$ cat src/rtl/clk_sel_pkg.sv
// Constants, encodings and register layout of the system clock select control block
package clk_sel_pkg;
	// Register byte offsets
	localparam logic [7:0] OSC_CTRL_OFS = 8'h00;
	localparam logic [7:0] OSC_CTRL2_OFS = 8'h04;
	localparam logic [7:0] OSC_TUNE_OFS = 8'h08;
	// Field positions
	localparam int IDLE_BIT = 7;
	localparam int IFS_LSB = 4;
	localparam int STARTUP_BIT = 3;
	localparam int HF_STABLE_BIT = 2;
	localparam int PLL_ACT_BIT = 7;
	localparam int SEC_RUN_BIT = 6;
	localparam int MF_SEL_BIT = 4;
	localparam int SEC_GO_BIT = 3;
	localparam int DRIVE_BIT = 2;
	localparam int MF_STABLE_BIT = 1;
	localparam int INT_SRC_BIT = 7;
	localparam int PLL_EN_BIT = 6;
	localparam int FAIL_BIT = 0;
	// Values after reset
	localparam logic [1:0] SYSCLK_SEL_RST = 2'h0;
	localparam logic [2:0] IFS_RST = 3'h3;
	localparam logic DRIVE_RST = 1'b1;
	// Source one-hot codes
	localparam logic [2:0] SRC_NONE = 3'h0;
	localparam logic [2:0] SRC_PRI = 3'h1;
	localparam logic [2:0] SRC_SEC = 3'h2;
	localparam logic [2:0] SRC_INT = 3'h4;
	// Internal oscillator choice
	localparam logic [1:0] INT_HF = 2'h0;
	localparam logic [1:0] INT_MF = 2'h1;
	localparam logic [1:0] INT_LF = 2'h2;
	// Timing
	localparam int CLK_PERIOD_NS = 10;
	localparam int SWITCH_HOLD_NS = 40;
	localparam int SWITCH_HOLD_CYC = (SWITCH_HOLD_NS + CLK_PERIOD_NS - 1) / CLK_PERIOD_NS;
	localparam int OST_COUNT = 1024;
	localparam int BOOT_CYC = 3;
	localparam int SYNC_W = 13;
	localparam logic [1:0] RESP_OKAY = 2'h0;
	localparam logic [1:0] RESP_SLVERR = 2'h2;
	typedef enum logic [4:0] {
		ST_BOOT = 5'b00001,
		ST_RUN = 5'b00010,
		ST_HOLD = 5'b00100,
		ST_WAIT = 5'b01000,
		ST_ENGAGE = 5'b10000
	} sw_state_e;
endpackage : clk_sel_pkg

$ cat src/rtl/system_clock_select_control.sv
// System clock source select, internal frequency select and status with AXI4-Lite registers
`timescale 1ns/1ps
module system_clock_select_control
	import clk_sel_pkg::*;
(
	// Clock and reset
	input wire logic aclk,
	input wire logic aresetn,
	input wire logic por_flag,
	// AXI4-Lite write
	input wire logic [7:0] awaddr,
	input wire logic awvalid,
	output logic awready,
	input wire logic [31:0] wdata,
	input wire logic [3:0] wstrb,
	input wire logic wvalid,
	output logic wready,
	output logic [1:0] bresp,
	output logic bvalid,
	input wire logic bready,
	// AXI4-Lite read
	input wire logic [7:0] araddr,
	input wire logic arvalid,
	output logic arready,
	output logic [31:0] rdata,
	output logic [1:0] rresp,
	output logic rvalid,
	input wire logic rready,
	// Configuration straps
	input wire logic [3:0] primary_mode_cfg,
	input wire logic pll_cfg_fuse,
	input wire logic two_speed_cfg,
	// Analog oscillator status
	input wire logic hf_stable_in,
	input wire logic mf_stable_in,
	input wire logic lf_stable_in,
	input wire logic sec_osc_ready,
	input wire logic primary_osc_level,
	input wire logic primary_clock_fail,
	input wire logic sec_osc_request_other,
	// Core events
	input wire logic sleep_exec,
	input wire logic wake_event,
	// Clock tree control
	output logic [2:0] sys_src_sel,
	output logic sys_clk_gate,
	output logic [1:0] int_osc_src,
	output logic [3:0] int_div_shift,
	output logic pll_select,
	output logic clkout_enable,
	output logic sec_osc_enable,
	output logic primary_drive,
	output logic wdog_lf_select,
	// Power management
	output logic idle_entry,
	output logic sleep_entry
);

	typedef struct packed {
		logic [SYNC_W-1:0] sync1;
		logic [SYNC_W-1:0] sync2;
		logic prev_osc;
		sw_state_e state;
		logic [2:0] active;
		logic [3:0] hold_cnt;
		logic [10:0] ost_cnt;
		logic ost_done;
		logic fail_flag;
		logic [1:0] sysclk_sel;
		logic [2:0] int_freq_sel;
		logic idle_enable;
		logic mf_select;
		logic sec_osc_go;
		logic primary_drive_on;
		logic int_src_sel;
		logic pll_sw_enable;
		logic aw_held;
		logic [7:0] aw_addr;
		logic w_held;
		logic [7:0] w_data;
		logic w_lane;
		logic awready;
		logic wready;
		logic bvalid;
		logic [1:0] bresp;
		logic arready;
		logic rvalid;
		logic [31:0] rdata;
		logic [1:0] rresp;
		logic [1:0] int_osc_src;
		logic [3:0] int_div_shift;
		logic pll_select;
		logic clkout_enable;
		logic sec_osc_enable;
		logic idle_entry;
		logic sleep_entry;
		logic sys_clk_gate;
	} state_s;

	state_s state_reg;
	state_s state_next;

	////////////////////////////////////////////////////////////////////////////////
	// Decoding helpers

	// Source, postscaler shift and oscillator for the internal block
	function automatic logic [5:0] decode_internal(input logic [2:0] ifs, input logic mf,
			input logic isrc);
		logic [1:0] src;
		logic [3:0] shift;
		src = INT_HF;
		shift = 4'h0;
		unique case (ifs)
			3'h7: shift = 4'h0;
			3'h6: shift = 4'h1;
			3'h5: shift = 4'h2;
			3'h4: shift = 4'h3;
			3'h3: shift = 4'h4;
			3'h2: begin
				src = mf ? INT_MF : INT_HF;
				shift = mf ? 4'h0 : 4'h5;
			end
			3'h1: begin
				src = mf ? INT_MF : INT_HF;
				shift = mf ? 4'h1 : 4'h6;
			end
			3'h0: begin
				src = !isrc ? INT_LF : (mf ? INT_MF : INT_HF);
				shift = !isrc ? 4'h0 : (mf ? 4'h4 : 4'h9);
			end
		endcase
		return {src, shift};
	endfunction : decode_internal

	// Modes: 0000 LP, 0001 XT, 001x HS, 010x EC, 011x RC, 1xxx internal
	function automatic logic mode_is_internal(input logic [3:0] mode);
		return mode[3];
	endfunction : mode_is_internal

	function automatic logic mode_needs_ost(input logic [3:0] mode);
		return mode[3:2] == 2'h0;
	endfunction : mode_needs_ost

	function automatic logic [2:0] sel_to_src(input logic [1:0] sel);
		return sel[1] ? SRC_INT : (sel[0] ? SRC_SEC : SRC_PRI);
	endfunction : sel_to_src

	function automatic logic two_speed_active(input logic [3:0] m, input logic ts);
		return ts && mode_needs_ost(m);
	endfunction : two_speed_active

	////////////////////////////////////////////////////////////////////////////////
	// Next state

	logic [3:0] mode;
	logic [5:0] int_dec;
	logic [2:0] desired;
	logic src_ready;
	logic wr_fire;
	logic [7:0] wr_byte;
	logic osc_rise;

	always_comb begin
		state_next = state_reg;
		mode = state_reg.sync2[3:0];
		osc_rise = state_reg.sync2[10] && !state_reg.prev_osc;
		wr_fire = 1'b0;
		wr_byte = 8'h00;

		// Two-flop synchronisers for straps and analog status
		state_next.sync1 = {sec_osc_request_other, primary_clock_fail, primary_osc_level,
			sec_osc_ready, lf_stable_in, mf_stable_in, hf_stable_in, two_speed_cfg,
			pll_cfg_fuse, primary_mode_cfg};
		state_next.sync2 = state_reg.sync1;
		state_next.prev_osc = state_reg.sync2[10];

		// Startup timer counts primary oscillations after boot or wake
		if (!mode_needs_ost(mode)) begin
			state_next.ost_done = 1'b1;
		end else if (!state_reg.ost_done && osc_rise) begin
			state_next.ost_cnt = state_reg.ost_cnt + 11'h001;
			if (state_reg.ost_cnt == 11'(OST_COUNT - 1)) begin
				state_next.ost_done = 1'b1;
			end
		end
		if (wake_event && mode_needs_ost(mode)) begin
			state_next.ost_cnt = 11'h000;
			state_next.ost_done = 1'b0;
		end

		desired = state_reg.fail_flag ? SRC_INT : sel_to_src(state_reg.sysclk_sel);
		unique case (desired)
			SRC_PRI: src_ready = state_reg.ost_done && state_reg.primary_drive_on;
			SRC_SEC: src_ready = state_reg.sync2[9];
			default: src_ready = 1'b1;
		endcase

		// Switch sequencer: gate off, wait for new source, engage
		state_next.hold_cnt = state_reg.hold_cnt - 4'h1;
		unique case (state_reg.state)
			ST_BOOT: begin
				if (state_reg.hold_cnt == 4'h0) begin
					state_next.state = ST_RUN;
					if (two_speed_active(mode, state_reg.sync2[5])) begin
						state_next.active = SRC_INT;
						state_next.state = ST_ENGAGE;
						state_next.hold_cnt = 4'(SWITCH_HOLD_CYC);
					end
				end
			end
			ST_RUN: begin
				state_next.hold_cnt = 4'(SWITCH_HOLD_CYC);
				if (desired != state_reg.active) begin
					state_next.state = ST_HOLD;
				end
			end
			ST_HOLD: begin
				if (state_reg.hold_cnt == 4'h0) begin
					state_next.state = ST_WAIT;
				end
			end
			ST_WAIT: begin
				state_next.hold_cnt = 4'(SWITCH_HOLD_CYC);
				if (src_ready) begin
					state_next.active = desired;
					state_next.state = ST_ENGAGE;
				end
			end
			ST_ENGAGE: begin
				if (state_reg.hold_cnt == 4'h0) begin
					state_next.state = ST_RUN;
				end
			end
		endcase

		// AXI4-Lite write: address and data in either order
		if (awvalid && state_reg.awready) begin
			state_next.aw_held = 1'b1;
			state_next.aw_addr = awaddr;
			state_next.awready = 1'b0;
		end
		if (wvalid && state_reg.wready) begin
			state_next.w_held = 1'b1;
			state_next.w_data = wdata[7:0];
			state_next.w_lane = wstrb[0];
			state_next.wready = 1'b0;
		end
		if (state_reg.aw_held && state_reg.w_held && !state_reg.bvalid) begin
			wr_fire = state_reg.w_lane;
			wr_byte = state_reg.w_data;
			state_next.bvalid = 1'b1;
			state_next.bresp = RESP_OKAY;
			state_next.aw_held = 1'b0;
			state_next.w_held = 1'b0;
			unique case (state_reg.aw_addr)
				OSC_CTRL_OFS, OSC_CTRL2_OFS, OSC_TUNE_OFS: ;
				default: begin
					wr_fire = 1'b0;
					state_next.bresp = RESP_SLVERR;
				end
			endcase
		end
		if (state_reg.bvalid && bready) begin
			state_next.bvalid = 1'b0;
			state_next.awready = 1'b1;
			state_next.wready = 1'b1;
		end
		if (wr_fire) begin
			unique case (state_reg.aw_addr)
				OSC_CTRL_OFS: begin
					state_next.idle_enable = wr_byte[IDLE_BIT];
					state_next.int_freq_sel = wr_byte[IFS_LSB +: 3];
					state_next.sysclk_sel = wr_byte[1:0];
					state_next.fail_flag = 1'b0;
				end
				OSC_CTRL2_OFS: begin
					state_next.mf_select = wr_byte[MF_SEL_BIT];
					state_next.sec_osc_go = wr_byte[SEC_GO_BIT];
					state_next.primary_drive_on = wr_byte[DRIVE_BIT];
				end
				default: begin
					state_next.int_src_sel = wr_byte[INT_SRC_BIT];
					state_next.pll_sw_enable = wr_byte[PLL_EN_BIT];
				end
			endcase
		end

		// Fail-safe set after the software clear so that a loss in the same cycle wins
		if (state_reg.active == SRC_PRI && !mode_is_internal(mode)
				&& state_reg.sync2[11]) begin
			state_next.fail_flag = 1'b1;
		end

		// AXI4-Lite read
		if (arvalid && state_reg.arready) begin
			state_next.arready = 1'b0;
			state_next.rvalid = 1'b1;
			state_next.rresp = RESP_OKAY;
			state_next.rdata = 32'h0000_0000;
			unique case (araddr)
				OSC_CTRL_OFS: state_next.rdata[7:0] = {state_reg.idle_enable,
					state_reg.int_freq_sel, state_reg.active == SRC_PRI,
					state_reg.sync2[6], state_reg.sysclk_sel};
				OSC_CTRL2_OFS: state_next.rdata[7:0] = {
					state_reg.pll_select && state_reg.active == SRC_PRI,
					state_reg.active == SRC_SEC, 1'b0, state_reg.mf_select,
					state_reg.sec_osc_go, state_reg.primary_drive_on,
					state_reg.sync2[7], state_reg.sync2[8]};
				OSC_TUNE_OFS: state_next.rdata[7:0] = {state_reg.int_src_sel,
					state_reg.pll_sw_enable, 5'h00, state_reg.fail_flag};
				default: state_next.rresp = RESP_SLVERR;
			endcase
		end
		if (state_reg.rvalid && rready) begin
			state_next.rvalid = 1'b0;
			state_next.arready = 1'b1;
		end

		// Registered clock tree controls
		int_dec = decode_internal(state_reg.int_freq_sel, state_reg.mf_select,
			state_reg.int_src_sel);
		state_next.int_osc_src = int_dec[5:4];
		state_next.int_div_shift = int_dec[3:0];
		state_next.pll_select = (!mode[3] && state_reg.sync2[4])
			|| (mode[3] && state_reg.pll_sw_enable);
		state_next.clkout_enable = (mode[3] || mode[2]) && !mode[0];
		state_next.sec_osc_enable = state_reg.sec_osc_go || state_reg.sync2[12]
			|| desired == SRC_SEC || state_reg.active == SRC_SEC;
		state_next.idle_entry = sleep_exec && state_reg.idle_enable;
		state_next.sleep_entry = sleep_exec && !state_reg.idle_enable;

		if (!aresetn) begin
			state_next = '0;
			state_next.state = ST_BOOT;
			state_next.hold_cnt = 4'(BOOT_CYC);
			state_next.sysclk_sel = SYSCLK_SEL_RST;
			state_next.int_freq_sel = IFS_RST;
			state_next.primary_drive_on = DRIVE_RST;
			state_next.sec_osc_go = por_flag ? 1'b0 : state_reg.sec_osc_go;
			state_next.awready = 1'b1;
			state_next.wready = 1'b1;
			state_next.arready = 1'b1;
		end
		state_next.sys_clk_gate = state_next.state == ST_RUN
			&& state_next.active != SRC_NONE;
	end

	always_ff @(posedge aclk) begin
		state_reg <= state_next;
	end

	////////////////////////////////////////////////////////////////////////////////
	// Outputs

	assign awready = state_reg.awready;
	assign wready = state_reg.wready;
	assign bvalid = state_reg.bvalid;
	assign bresp = state_reg.bresp;
	assign arready = state_reg.arready;
	assign rvalid = state_reg.rvalid;
	assign rdata = state_reg.rdata;
	assign rresp = state_reg.rresp;
	assign sys_src_sel = state_reg.active;
	assign sys_clk_gate = state_reg.sys_clk_gate;
	assign int_osc_src = state_reg.int_osc_src;
	assign int_div_shift = state_reg.int_div_shift;
	assign pll_select = state_reg.pll_select;
	assign clkout_enable = state_reg.clkout_enable;
	assign sec_osc_enable = state_reg.sec_osc_enable;
	assign primary_drive = state_reg.primary_drive_on;
	assign wdog_lf_select = 1'b1;
	assign idle_entry = state_reg.idle_entry;
	assign sleep_entry = state_reg.sleep_entry;
endmodule : system_clock_select_control
$ cat config.mk
export PLATFORM = sky130hd
export DESIGN_NAME = system_clock_select_control
export DESIGN_NICKNAME = d
export VERILOG_FILES = /design/src/rtl/clk_sel_pkg.sv /design/src/rtl/system_clock_select_control.sv
export SDC_FILE = /design/constraint.sdc
export NUM_CORES = 1
export LEC_CHECK = 0
export BUFFER_PORTS_ARGS = -buffer_cell sky130_fd_sc_hd__clkbuf_2
export CORE_ASPECT_RATIO = 1.5
export CORE_MARGIN = 2
export CORE_UTILIZATION = 38
export CTS_BUF_LIST = sky130_fd_sc_hd__clkbuf_4 sky130_fd_sc_hd__clkbuf_8
export CTS_CLUSTER_SIZE = 30
export DETAILED_ROUTE_END_ITERATION = 12
export GPL_TIMING_DRIVEN = 1
export HOLD_SLACK_MARGIN = 0.02
export PLACE_DENSITY = 0.72
export SYNTH_ARGS = -nofsm -noshare
export SYNTH_HDL_FRONTEND = slang
export SYNTH_SLANG_ARGS = --single-unit
$ cat constraint.sdc
create_clock -name aclk -period 2.6 [get_ports aclk]
set_input_delay 0.39 -clock aclk [delete_from_list [all_inputs] [get_ports aclk]]
set_output_delay 0.39 -clock aclk [all_outputs]
set_load 0.05 [all_outputs]
# Yosys cells after proc, flatten, opt, wreduce, memory -nomap -nowiden
# Cells that the tools add are included.
op_classes:
  bitwise: 2
  eq_ne: 27
  n_reduce_logical: 57
  addsub: 2
  muxes: 49
ops:
  columns: ["cell", "n"]
  rows:
  - ["2-to-1 mux 108 bit", 1]
  - ["2-to-1 mux 12 bit", 5]
  - ["2-to-1 mux 36 bit", 1]
  - ["case mux 4 bit (8 select lines)", 1]
  - ["case mux 5 bit (5 select lines)", 1]
  - ["case mux 8 bit (3 select lines)", 1]
  - ["logical AND 1 bit", 21]
  - ["2-to-1 mux 3 bit", 7]
  - ["equality test 8 x 3 -> 1 bit, second input constant", 2]
  - ["equality test 8 x 4 -> 1 bit, second input constant", 2]
  - ["zero test 8 bit", 2]
  - ["2-to-1 mux 8 bit", 2]
  - ["2-to-1 mux 5 bit", 3]
  - ["OR reduction 2 bit", 7]
  - ["equality test 3 x 2 -> 1 bit, second input constant", 4]
  - ["equality test 3 bit, second input constant", 4]
  - ["2-to-1 mux 2 bit", 6]
  - ["AND reduction 2 bit", 6]
  - ["adder 11 x 1 -> 11 bit, second input constant", 1]
  - ["equality test 11 x 10 -> 1 bit, second input constant", 1]
  - ["2-to-1 mux 1 bit", 11]
  - ["2-to-1 mux 11 bit", 1]
  - ["equality test 5 x 2 -> 1 bit, second input constant", 2]
  - ["2-to-1 mux 10 bit", 1]
  - ["other kinds (26)", 44]
totals:
  out_inout_bits: 58
  regBits: 111
  inputBits: 75
  wordCells: 175

# Longest topological paths before layout
# Gate-level depths: netlist of run 1.
logic_depth:
  depth_word: 10
  depth_mapped: 8
  mapped_depth_nobuf: 8

# Worst setup path before layout of run 1
# No wires, ideal clock.
synth_path:
  path_type: "register -> register"
  startpoint: "register state_reg, in the netlist bvalid"
  endpoint: "register state_reg[75] (netlist bit), enable pin"
  t_arrival_ns: 1.551
  n_path_buf: 1
  setup_ns: 0.291
  path_slack_ns: 0.758
  period_less_slack_ns: 1.842
  required_ns: 2.309
  path_stages_with_launch: 6
  path_cell_list: "dfxtp_1 -> and3b_1 -> clkbuf_2 -> nand4_2 -> nor3b_2 -> mux2_2"
synth_between:
  elab_chain_len: 5
synth_lines:
  columns: ["element", "line_no", "rtl"]
  rows:
  - ["start, declared", "system_clock_select_control.sv:100", "state_s state_reg;"]
  - ["start signal, assigned", "system_clock_select_control.sv:349", "state_reg <= state_next;"]
  - ["zero test 1 bit", "system_clock_select_control.sv:248", "if (state_reg.aw_held && state_reg.w_held && !state_reg.bvalid) begin"]
  - ["logical AND 1 bit", "system_clock_select_control.sv:248", null]
  - ["2-to-1 mux 1 bit", "system_clock_select_control.sv:248", null]
  - ["!= test 2 x 1 -> 1 bit (no line)", null, null]
  - ["AND reduction 3 bit (no line)", null, null]
# No other way between the ends.
# A chain may end at the register's enable or synchronous reset.

==> results of run 1 <==
==> synthesized netlist by cell type, types with 6 or more instances <==
master | number | area [um^2]
o21ai_0 | 17 | 85.08
dfxtp_1 | 106 | 2122
nor2_1 | 49 | 183.9
mux2i_1 | 16 | 160.2
inv_1 | 13 | 48.80
nand3_1 | 15 | 75.07
buf_4 | 47 | 352.8
nand2_1 | 56 | 210.2
clkbuf_1 | 15 | 56.30
nor3_1 | 15 | 75.07
nor2b_1 | 6 | 37.54
a21oi_1 | 46 | 230.2
and2_1 | 27 | 168.9
==> area by class of cell <==
type / count / share of cell area (%)
Timing Repair Buffer: 81 / 8.141
Clock buffer: 12 / 3.114
Inverter: 13 / 0.9564
Multi-Input combinational cell: 362 / 41.37
Clock inverter: 4 / 0.4904
Sequential cell: 107 / 42.18
Tap cell: 153 / 3.752
==> metrics by stage <==
step	power (mW)	std cells	utilization [%]
floorplan	2.063	553	-
global placement	2.106	716	40.93
detailed placement	2.116	716	40.93
CTS	3.048	732	42.46
global route	3.144	732	42.46
finish	3.015	732	42.46
==> worst max-delay path, delay by kind of cell, from the launching register on <==
kind,cells,cell delay (ns)
flops,1,0.33
compound gates,3,0.71
simple gates,3,0.70
fa+ha+maj,1,0.19
buf+inv,1,0.05
==> metal layers <==
layer / wire, um / up-vias / part of all wire, %
met5: 0 / - / 0
met4: 169 / 0 / 1.8
met3: 589 / 13 / 6.1
met2: 4914 / 114 / 51
met1: 3967 / 1653 / 41
li1: - / 1816 / -
==> power by group through the flow <==
stage | Sequential (mW) | Combinational (mW) | Clock, mW
CTS | 1.74 | 0.340 | 0.970
floorplan | 1.79 | 0.274 | 0
global placement | 1.77 | 0.332 | 0
finish | 1.74 | 0.338 | 0.938
global route | 1.75 | 0.368 | 1.03
detailed placement | 1.78 | 0.339 | 0
==> how the worst max path moves through the flow <==
stage                          to  cells past startpoint            from
detailed placement   sys_clk_gate                      8   state_reg[96]
CTS                  sys_clk_gate                      6  state_reg[106]
global route         sys_clk_gate                      8   state_reg[96]
floorplan           state_reg[75]                      5          bvalid
global placement     sys_clk_gate                      6  state_reg[106]
finish               sys_clk_gate                      8   state_reg[96]
==> cells by family (layout without fill, tap and decap cells) <==
group | after synthesis | count (layout) | synth area share (%)
xor+xnor | 10 | 10 | 1.874
other cells | 2 | 27 | 0.1607
buf+inv | 84 | 110 | 10.81
fa+ha+maj | 2 | 2 | 0.5352
simple gates | 213 | 213 | 24.65
mux | 19 | 19 | 4.149
flops | 107 | 107 | 46.04
compound gates | 91 | 91 | 11.78
==> impl_metrics.json, run 1 <==
{
  "outcome": "completed",
  "fmax_mhz": 473.6,
  "cp_data_arrival_time_ns": 2.36,
  "multi_input_area_um2": 2111,
  "portBuffers": 77,
  "min_to": "sleep_entry",
  "p_sw_mw": 0.8138,
  "required_ns": 2.85,
  "synth_seq_area_share_pct": 46.04,
  "r2r_cells": 8,
  "whs_ns": 0.2231,
  "initial_core_util_pct": 38.90,
  "dp_hpwl_um": 7317,
  "grt_pass1_vias": 3421,
  "leakage_nw": 2.131,
  "htreeDepth": 3,
  "fin_crit_ns": 2.112,
  "ys_warn_count": 0,
  "cts_max_path_buffers": 2,
  "worst_setup_path_start_kind": "flop",
  "num_io_pins": 133,
  "via_count": 3596,
  "synth-async-reset-ratio_pct": 0,
  "place_area_um2": 4918,
  "die_y_um": 139.8,
  "grt_usage_pct": 14.68,
  "grt.met3_usage_pct": 4.115,
  "wl_um": 9640,
  "largest_reg_flops": 73,
  "worst_slew_pin_slew_ns": 0.6115,
  "hp-start": "sleep_exec",
  "viasPerCell": 4.913,
  "grtUsageMet2_pct": 25.38,
  "setup_viol": 0,
  "drive_above_1_share_pct": 20.73,
  "rsz0062_at_grt": "no",
  "antenna_found_initial": 0,
  "path_class": "reg -> reg",
  "cp_slowest_cell": "nor3b_4",
  "synthDistinctLibCells": 67,
  "worstPathMaxFanout": 7,
  "drcViolationCount": 0,
  "syn_area_um2": 4674,
  "finalCritPeriodShare_pct": 81.22,
  "power-per-cell-area_nw_per_um2": 590.9,
  "hold-path-cell-count": 3,
  "dp_slack_ns": 0.5505,
  "area_growth_pct": 9.154,
  "dieArea_um2": 13220,
  "ant_nets": 0,
  "post_cts_resized": 0,
  "cts_setup_buffers": 0,
  "worstSkewPairLatency_ns": 0.37,
  "worst_slack_ns": 0.4883,
  "r2r-end": "sys_clk_gate",
  "ff2ff_setup_slack_ns": 0.49,
  "drv_slew": 0,
  "p_int_mw": 2.201,
  "cp-end-kind": "flop",
  "avgSynthCellArea_um2": 8.853,
  "layout_commonest_cell": "dfxtp_1",
  "synth-seq-cells": 107,
  "cts_tree": "built",
  "swShare_pct": 26.99,
  "hold_viol_final": 0,
  "wl_per_cell_um": 13.17,
  "syn_inst": 528,
  "synth_edf_count": 1,
  "n_antenna_cell": 0,
  "drt_first_pass_iters": 4,
  "layout.nets": 651,
  "overflow": 0,
  "clk_pin_slew_worst_paths_ns": 0.09,
  "slew-limit-headroom_pct": 58.80,
  "cts_buffers": 9,
  "grt_pass1_wl_um": 15600,
  "slowest_delay_ns": 0.35,
  "regArea_um2": 2152,
  "fp.dieW_um": 94.56,
  "maxCapViolations": 0,
  "ir_drop_mv": 0.2632,
  "hold_class": "in -> reg",
  "power_frac_clock_pct": 31.1,
  "finClkSkew_ns": 0.008354,
  "place_congestion": 0.8443,
  "stdcell_area_um2": 5102,
  "core_um2": 12020,
  "root_buffer": "clkbuf_8",
  "layout_common_cells": "106 x dfxtp_1, 77 x clkbuf_2, 56 x nand2_1",
  "grt_start_max_net_pins": 46,
  "postCtsHoldBufs": 0,
  "nFillCells": 1209,
  "fin_tns_setup_ns": 0,
  "ys.flop_type": "dfxtp_1",
  "drt-initial-drc-count": 118,
  "r2r-start": "state_reg[96]",
  "p_seq_share_pct": 57.7,
  "p_comb_share_pct": 11.2,
  "crit_chain": "inv_1 -> ha_1 -> nor3b_4 -> nand3_1 -> nor3b_1 -> o21ai_0 -> o221ai_1 -> a31oi_1",
  "cts.sinks": 107,
  "busiest_layer": "met2",
  "met1_usage_pct": 16.74,
  "num_rows": 49
}
No activity file was read; power rests on OpenSTA's default activity.
==> inputs of run 2 (changes only) <==
ABC_AREA = 1   (was default)
PLACE_DENSITY = 0.73   (was 0.72)
clock period = 2.1 ns   (was 2.6 ns; I/O delays follow)
==> impl_metrics.json, run 2 <==
{
  "synth_top_area_share_pct": 46.29,
  "power_frac_clock_pct": 32.6,
  "p_int_mw": 2.873,
  "outcome": "completed",
  "drcViolationCount": 0,
  "grt_pass1_wl_um": 15250,
  "ant_nets": 0,
  "dr_wl_met3_um": 523,
  "dp_slack_ns": 0.3668,
  "cp-end-kind": "flop",
  "cts_buffers": 9,
  "core_um2": 11890,
  "overflow": 0,
  "swShare_pct": 29.26,
  "layout_common_cells": "131 x nand2_1, 106 x dfxtp_1, 88 x inv_1",
  "fp.dieW_um": 93.68,
  "viasPerCell": 4.579,
  "hold_class": "in -> reg",
  "final_cells": 836,
  "ff2ff_setup_slack_ns": 0.34,
  "ys_warn_count": 0,
  "ir_drop_mv": 0.3316,
  "num_io_pins": 133,
  "power.total_mw": 4.061,
  "worst_slack_ns": 0.3409,
  "drt_first_pass_iters": 4,
  "wl_um": 9166,
  "layout.nets": 755,
  "finClkSkew_ns": 0.01692,
  "synthDistinctLibCells": 34,
  "worst_setup_path_start_kind": "flop",
  "drt-initial-drc-count": 159,
  "syn_area_um2": 4584,
  "r2r_cells": 9,
  "area_growth_pct": 11.35,
  "post_cts_resized": 0,
  "portBuffers": 77,
  "dieArea_um2": 12980,
  "synth_common_cells": "131 x nand2_1, 106 x dfxtp_1, 88 x inv_1",
  "rsz0062_at_grt": "no",
  "path_class": "reg -> reg",
  "fin_tns_setup_ns": 0,
  "required_ns": 2.41,
  "final_core_utilization_pct": 42.92,
  "finalCritPeriodShare_pct": 83.77,
  "maxCapViolations": 0,
  "slew-limit-headroom_pct": 63.05,
  "clk_pin_slew_worst_paths_ns": 0.11,
  "wl_per_cell_um": 10.96,
  "route.met2.wl_um": 4698,
  "htreeDepth": 3,
  "power-per-cell-area_nw_per_um2": 795.5,
  "num_rows": 49,
  "p_sw_mw": 1.188,
  "netlist.top_cell.by_area": "dfxtp_1",
  "initial_core_util_pct": 38.54,
  "r2r-end": "sys_clk_gate",
  "cts_max_path_buffers": 2,
  "fin_crit_ns": 1.759,
  "grt_pass1_vias": 3444,
  "via_count": 3828,
  "antenna_found_initial": 0,
  "hp-start": "primary_mode_cfg[3]",
  "n_antenna_cell": 0,
  "synth-seq-cells": 107,
  "largest_reg_flops": 73,
  "top_layer": "met4",
  "place_congestion": 0.8733,
  "place_inst": 820,
  "drv_slew": 0,
  "fmax_mhz": 568.5,
  "min_to": "state_reg[125]",
  "p_seq_share_pct": 53.9,
  "r2r-start": "state_reg[103]",
  "synth.most_common_cell": "nand2_1",
  "synth_seq_area_share_pct": 46.94,
  "p_comb_share_pct": 13.6,
  "dp_hpwl_um": 6926,
  "grt_start_max_net_pins": 36,
  "layout_commonest_cell": "nand2_1",
  "worstPathMaxFanout": 4,
  "cp_data_arrival_time_ns": 2.07,
  "setup_viol": 0,
  "worstSkewPairLatency_ns": 0.38,
  "worst_slew_pin_slew_ns": 0.5492,
  "cts.sinks": 107,
  "drive_above_1_share_pct": 15.37,
  "ys.flop_type": "dfxtp_1",
  "synth-async-reset-ratio_pct": 0,
  "synth_edf_count": 1,
  "cts_setup_buffers": 0,
  "leakage_nw": 2.536,
  "die_y_um": 138.5,
  "grt_usage_pct": 14.61,
  "avgSynthCellArea_um2": 7.382,
  "hold_viol_final": 0,
  "hold-path-cell-count": 3,
  "synth_area_leaders": "dfxtp_1 46%, nand2_1 11%, buf_4 7.7%",
  "postCtsHoldBufs": 0,
  "root_buffer": "clkbuf_8",
  "cts_tree": "built",
  "drt-met1-wl_um": 3718,
  "syn_inst": 621
}
run 2: changes by cell type in the layout (fill, tap and decap cells not counted), sizes merged, moves of 5 or more:
cell    change
nand3       +8
a21oi      -11
and2       -28
inv        +81
mux2i      -16
nand2      +75
o21ai      +27
nor2b       -6
nand4       +6
o211ai      +5
nor2       +17
run 2: per-layer routing:
layer  vias to the layer above  GRT usage, %
met2                       118         25.79
met4                         0         6.789
met3                        17         3.597
li1                       1996             -
met5                         -             0
met1                      1697         16.12
run 2: per-stage QoR:
| stage | hold slack (ns) | area, um^2 |
|---|---|---|
| 2_1_floorplan | 0.3732 | 4678 |
| 3_3_place_gp | 0.3751 | 4896 |
| 3_5_place_dp | 0.3997 | 4896 |
| 4_1_cts | 0.09273 | 5105 |
| 5_1_grt | 0.1081 | 5105 |
| 6_report | 0.1086 | 5105 |
run 2: worst max path at each step:
stage,slack (ns),from,endpoint
floorplan,0.38,bvalid,state_reg[75]
global placement,0.39,bvalid,state_reg[75]
detailed placement,0.37,state_reg[103],sys_clk_gate
CTS,0.33,state_reg[103],sys_clk_gate
global route,0.11,state_reg[82],sys_clk_gate
finish,0.34,state_reg[103],sys_clk_gate
run 2: critical path: stages (launching register included):
cell     delay, ns
dfxtp_1       0.34
nor2_1        0.23
nand2_1       0.11
nor2_1        0.26
nand3_1       0.19
o21ai_0       0.18
nand3_1       0.12
nand3_1       0.11
nand2_1       0.05
nor2_1        0.11
run 2: area by class of cell:
type / count / area (um^2)
fillers: 1262 / 6789
flip-flops and latches: 107 / 2152
multi-input cells: 388 / 1783
repair buffers: 81 / 427.9
inverters: 91 / 341.6
well taps: 153 / 191.4
clock buffers: 10 / 131.4
clock inverters: 6 / 77.57
run 2: cell families (layout without fill, tap and decap cells):
group                    count (synthesis)  in the layout  share of synthesized area [%]
AO/OA/AOI/OAI                           98             98                          11.60
XOR/XNOR                                 5              5                         0.9554
flip-flops                             107            107                          46.94
buffers and inverters                  151            188                          16.21
other                                    2             27                         0.1638
adder cells (fa/ha/maj)                  2              2                         0.5458
AND/OR/NAND/NOR                        256            256                          23.58
run 2: power groups by stage:
stage               logic, mW  clock network, mW  registers (mW)
floorplan               0.435                  0            2.26
global placement        0.550                  0            2.23
detailed placement      0.556                  0            2.23
CTS                     0.557               1.36            2.19
global route            0.619               1.43            2.20
finish                  0.552               1.32            2.19
==> inputs of run 3 (changes only) <==
ABC_AREA = 0   (was 1)
PLACE_DENSITY = 0.72   (was 0.73)
clock period = 1.8 ns   (was 2.1 ns; I/O delays follow)
==> impl_metrics.json, run 3 (synthesized netlist as in run 1, its figures left out) <==
{
  "outcome": "completed",
  "wl_um": 9884,
  "place_congestion": 0.8451,
  "grt_start_max_net_pins": 40,
  "layout_commonest_cell": "dfxtp_1",
  "wl_per_cell_um": 13.06,
  "drt-initial-drc-count": 175,
  "p_int_mw": 3.281,
  "nFillCells": 1168,
  "antenna_found_initial": 0,
  "grt_usage_pct": 15.53,
  "overflow": 0,
  "drt-met1-wl_um": 3969,
  "dr_wl_met3_um": 611,
  "slew-limit-headroom_pct": 61.71,
  "worst_slew_pin_slew_ns": 0.5709,
  "layout_common_cells": "100 x dfxtp_1, 77 x clkbuf_2, 56 x nand2_1",
  "worstPathMaxFanout": 4,
  "final_cells": 757,
  "root_buffer": "clkbuf_8",
  "p_seq_share_pct": 55.5,
  "portBuffers": 77,
  "via_count": 3713,
  "ir_drop_mv": 0.4079,
  "swShare_pct": 27.64,
  "area_growth_pct": 16.19,
  "clk_pin_slew_worst_paths_ns": 0.10,
  "ant_nets": 0,
  "core_um2": 12020,
  "maxCapViolations": 0,
  "num_rows": 49,
  "cts.sinks": 107,
  "place_inst": 736,
  "setup_viol": 0,
  "cts_max_path_buffers": 2,
  "whs_ns": 0.09692,
  "required_ns": 2.10,
  "place_area_um2": 5109,
  "viasPerCell": 4.905,
  "worstSkewPairLatency_ns": 0.37,
  "leakage_nw": 2.299,
  "drt_first_pass_iters": 4,
  "drive_above_1_share_pct": 26.66,
  "fin_crit_ns": 1.788,
  "fp.dieW_um": 94.56,
  "p_comb_share_pct": 11.9,
  "dp_hpwl_um": 7518,
  "hold_viol_final": 0,
  "largest_reg_flops": 73,
  "n_antenna_cell": 0,
  "fin_tns_setup_ns": 0,
  "cts_buffers": 9,
  "path_class": "reg -> reg",
  "fmax_mhz": 559.3,
  "grt_pass1_vias": 3643,
  "top_layer": "met4",
  "finalCritPeriodShare_pct": 99.33,
  "drcViolationCount": 0,
  "num_io_pins": 133,
  "finClkSkew_ns": 0.008417,
  "die_y_um": 139.8,
  "drv_slew": 0,
  "power-per-cell-area_nw_per_um2": 834.9,
  "stdcell_area_um2": 5431,
  "rsz0062_at_grt": "yes",
  "htreeDepth": 3,
  "worst_setup_path_start_kind": "flop",
  "hold_class": "in -> reg",
  "cts_tree": "built",
  "grt_pass1_wl_um": 16500,
  "initial_core_util_pct": 38.90,
  "cp-end-kind": "flop",
  "route.met2.wl_um": 5019,
  "layout.nets": 676,
  "p_sw_mw": 1.253,
  "dieArea_um2": 13220,
  "cp_data_arrival_time_ns": 2.09,
  "final_core_utilization_pct": 45.20,
  "power_frac_clock_pct": 32.6
}
run 3: changes by cell type in the layout (fill, tap and decap cells not counted), moves of 9 or more:
cell | previous run | this run
a21oi_1 | 37 | 46
and2_1 | 0 | 27
buf_4 | 3 | 26
inv_1 | 88 | 11
mux2i_1 | 0 | 16
nand2_1 | 131 | 56
nor2_1 | 64 | 49
o21ai_0 | 45 | 13
run 3: cell type report:
| class | count | area, um^2 | share of cell area (%) |
|---|---|---|---|
| tap | 153 | 191.4 | 3.525 |
| sequential | 107 | 2160 | 39.76 |
| multi-input combinational | 362 | 2192 | 40.36 |
| clock inverter | 7 | 75.07 | 1.382 |
| timing repair buffer | 106 | 640.6 | 11.79 |
| inverter | 13 | 48.80 | 0.8984 |
| clock buffer | 9 | 123.9 | 2.281 |
run 3: per-stage QoR:
| step | setup slack, ns | power (mW) |
|---|---|---|
| floorplan | 0.07329 | 2.980 |
| global placement | -0.02940 | 3.072 |
| detailed placement | -0.1022 | 3.084 |
| CTS | -0.01729 | 4.575 |
| global route | -0.07312 | 4.741 |
| finish | 0.01205 | 4.535 |
run 3: worst max-delay path, stage by stage (launching register included):
cell	delay (ns)
dfxtp_2	0.34
inv_2	0.06
ha_4	0.13
or3b_4	0.42
a21oi_2	0.12
o32ai_1	0.08
o211a_1	0.22
nand4b_1	0.19
a31oi_1	0.17
run 3: power groups by stage:
stage | Combinational [mW] | Clock [mW] | Sequential, mW
after detailed placement | 0.519 | 0 | 2.57
after CTS | 0.531 | 1.53 | 2.51
after global routing | 0.588 | 1.63 | 2.53
after floorplan | 0.396 | 0 | 2.58
after global placement | 0.510 | 0 | 2.56
final | 0.541 | 1.48 | 2.52
run 3: repair_timing:
action                     4_1_cts  5_1_grt
hold buffers                     0        0
setup endpoints to repair        3       14
pin swaps                        6        8
gates resized for setup         10       13
buffers inserted                 3        3
run 3: path summary, 6_finish.rpt:
kind         slack (ns)              start             end  cells past startpoint
min                 0.1  primary_osc_level  state_reg[132]                      2
max reg2reg        0.01      state_reg[96]    sys_clk_gate                      8
min reg2reg        0.42            mode[0]   clkout_enable                      1
max                0.01      state_reg[96]    sys_clk_gate                      8
run 3: layer usage:
layer | vias to the layer above | track usage, %
met3 | 20 | 4.277
li1 | 1860 | -
met4 | 0 | 7.246
met5 | - | 0
met2 | 125 | 26.62
met1 | 1708 | 17.58
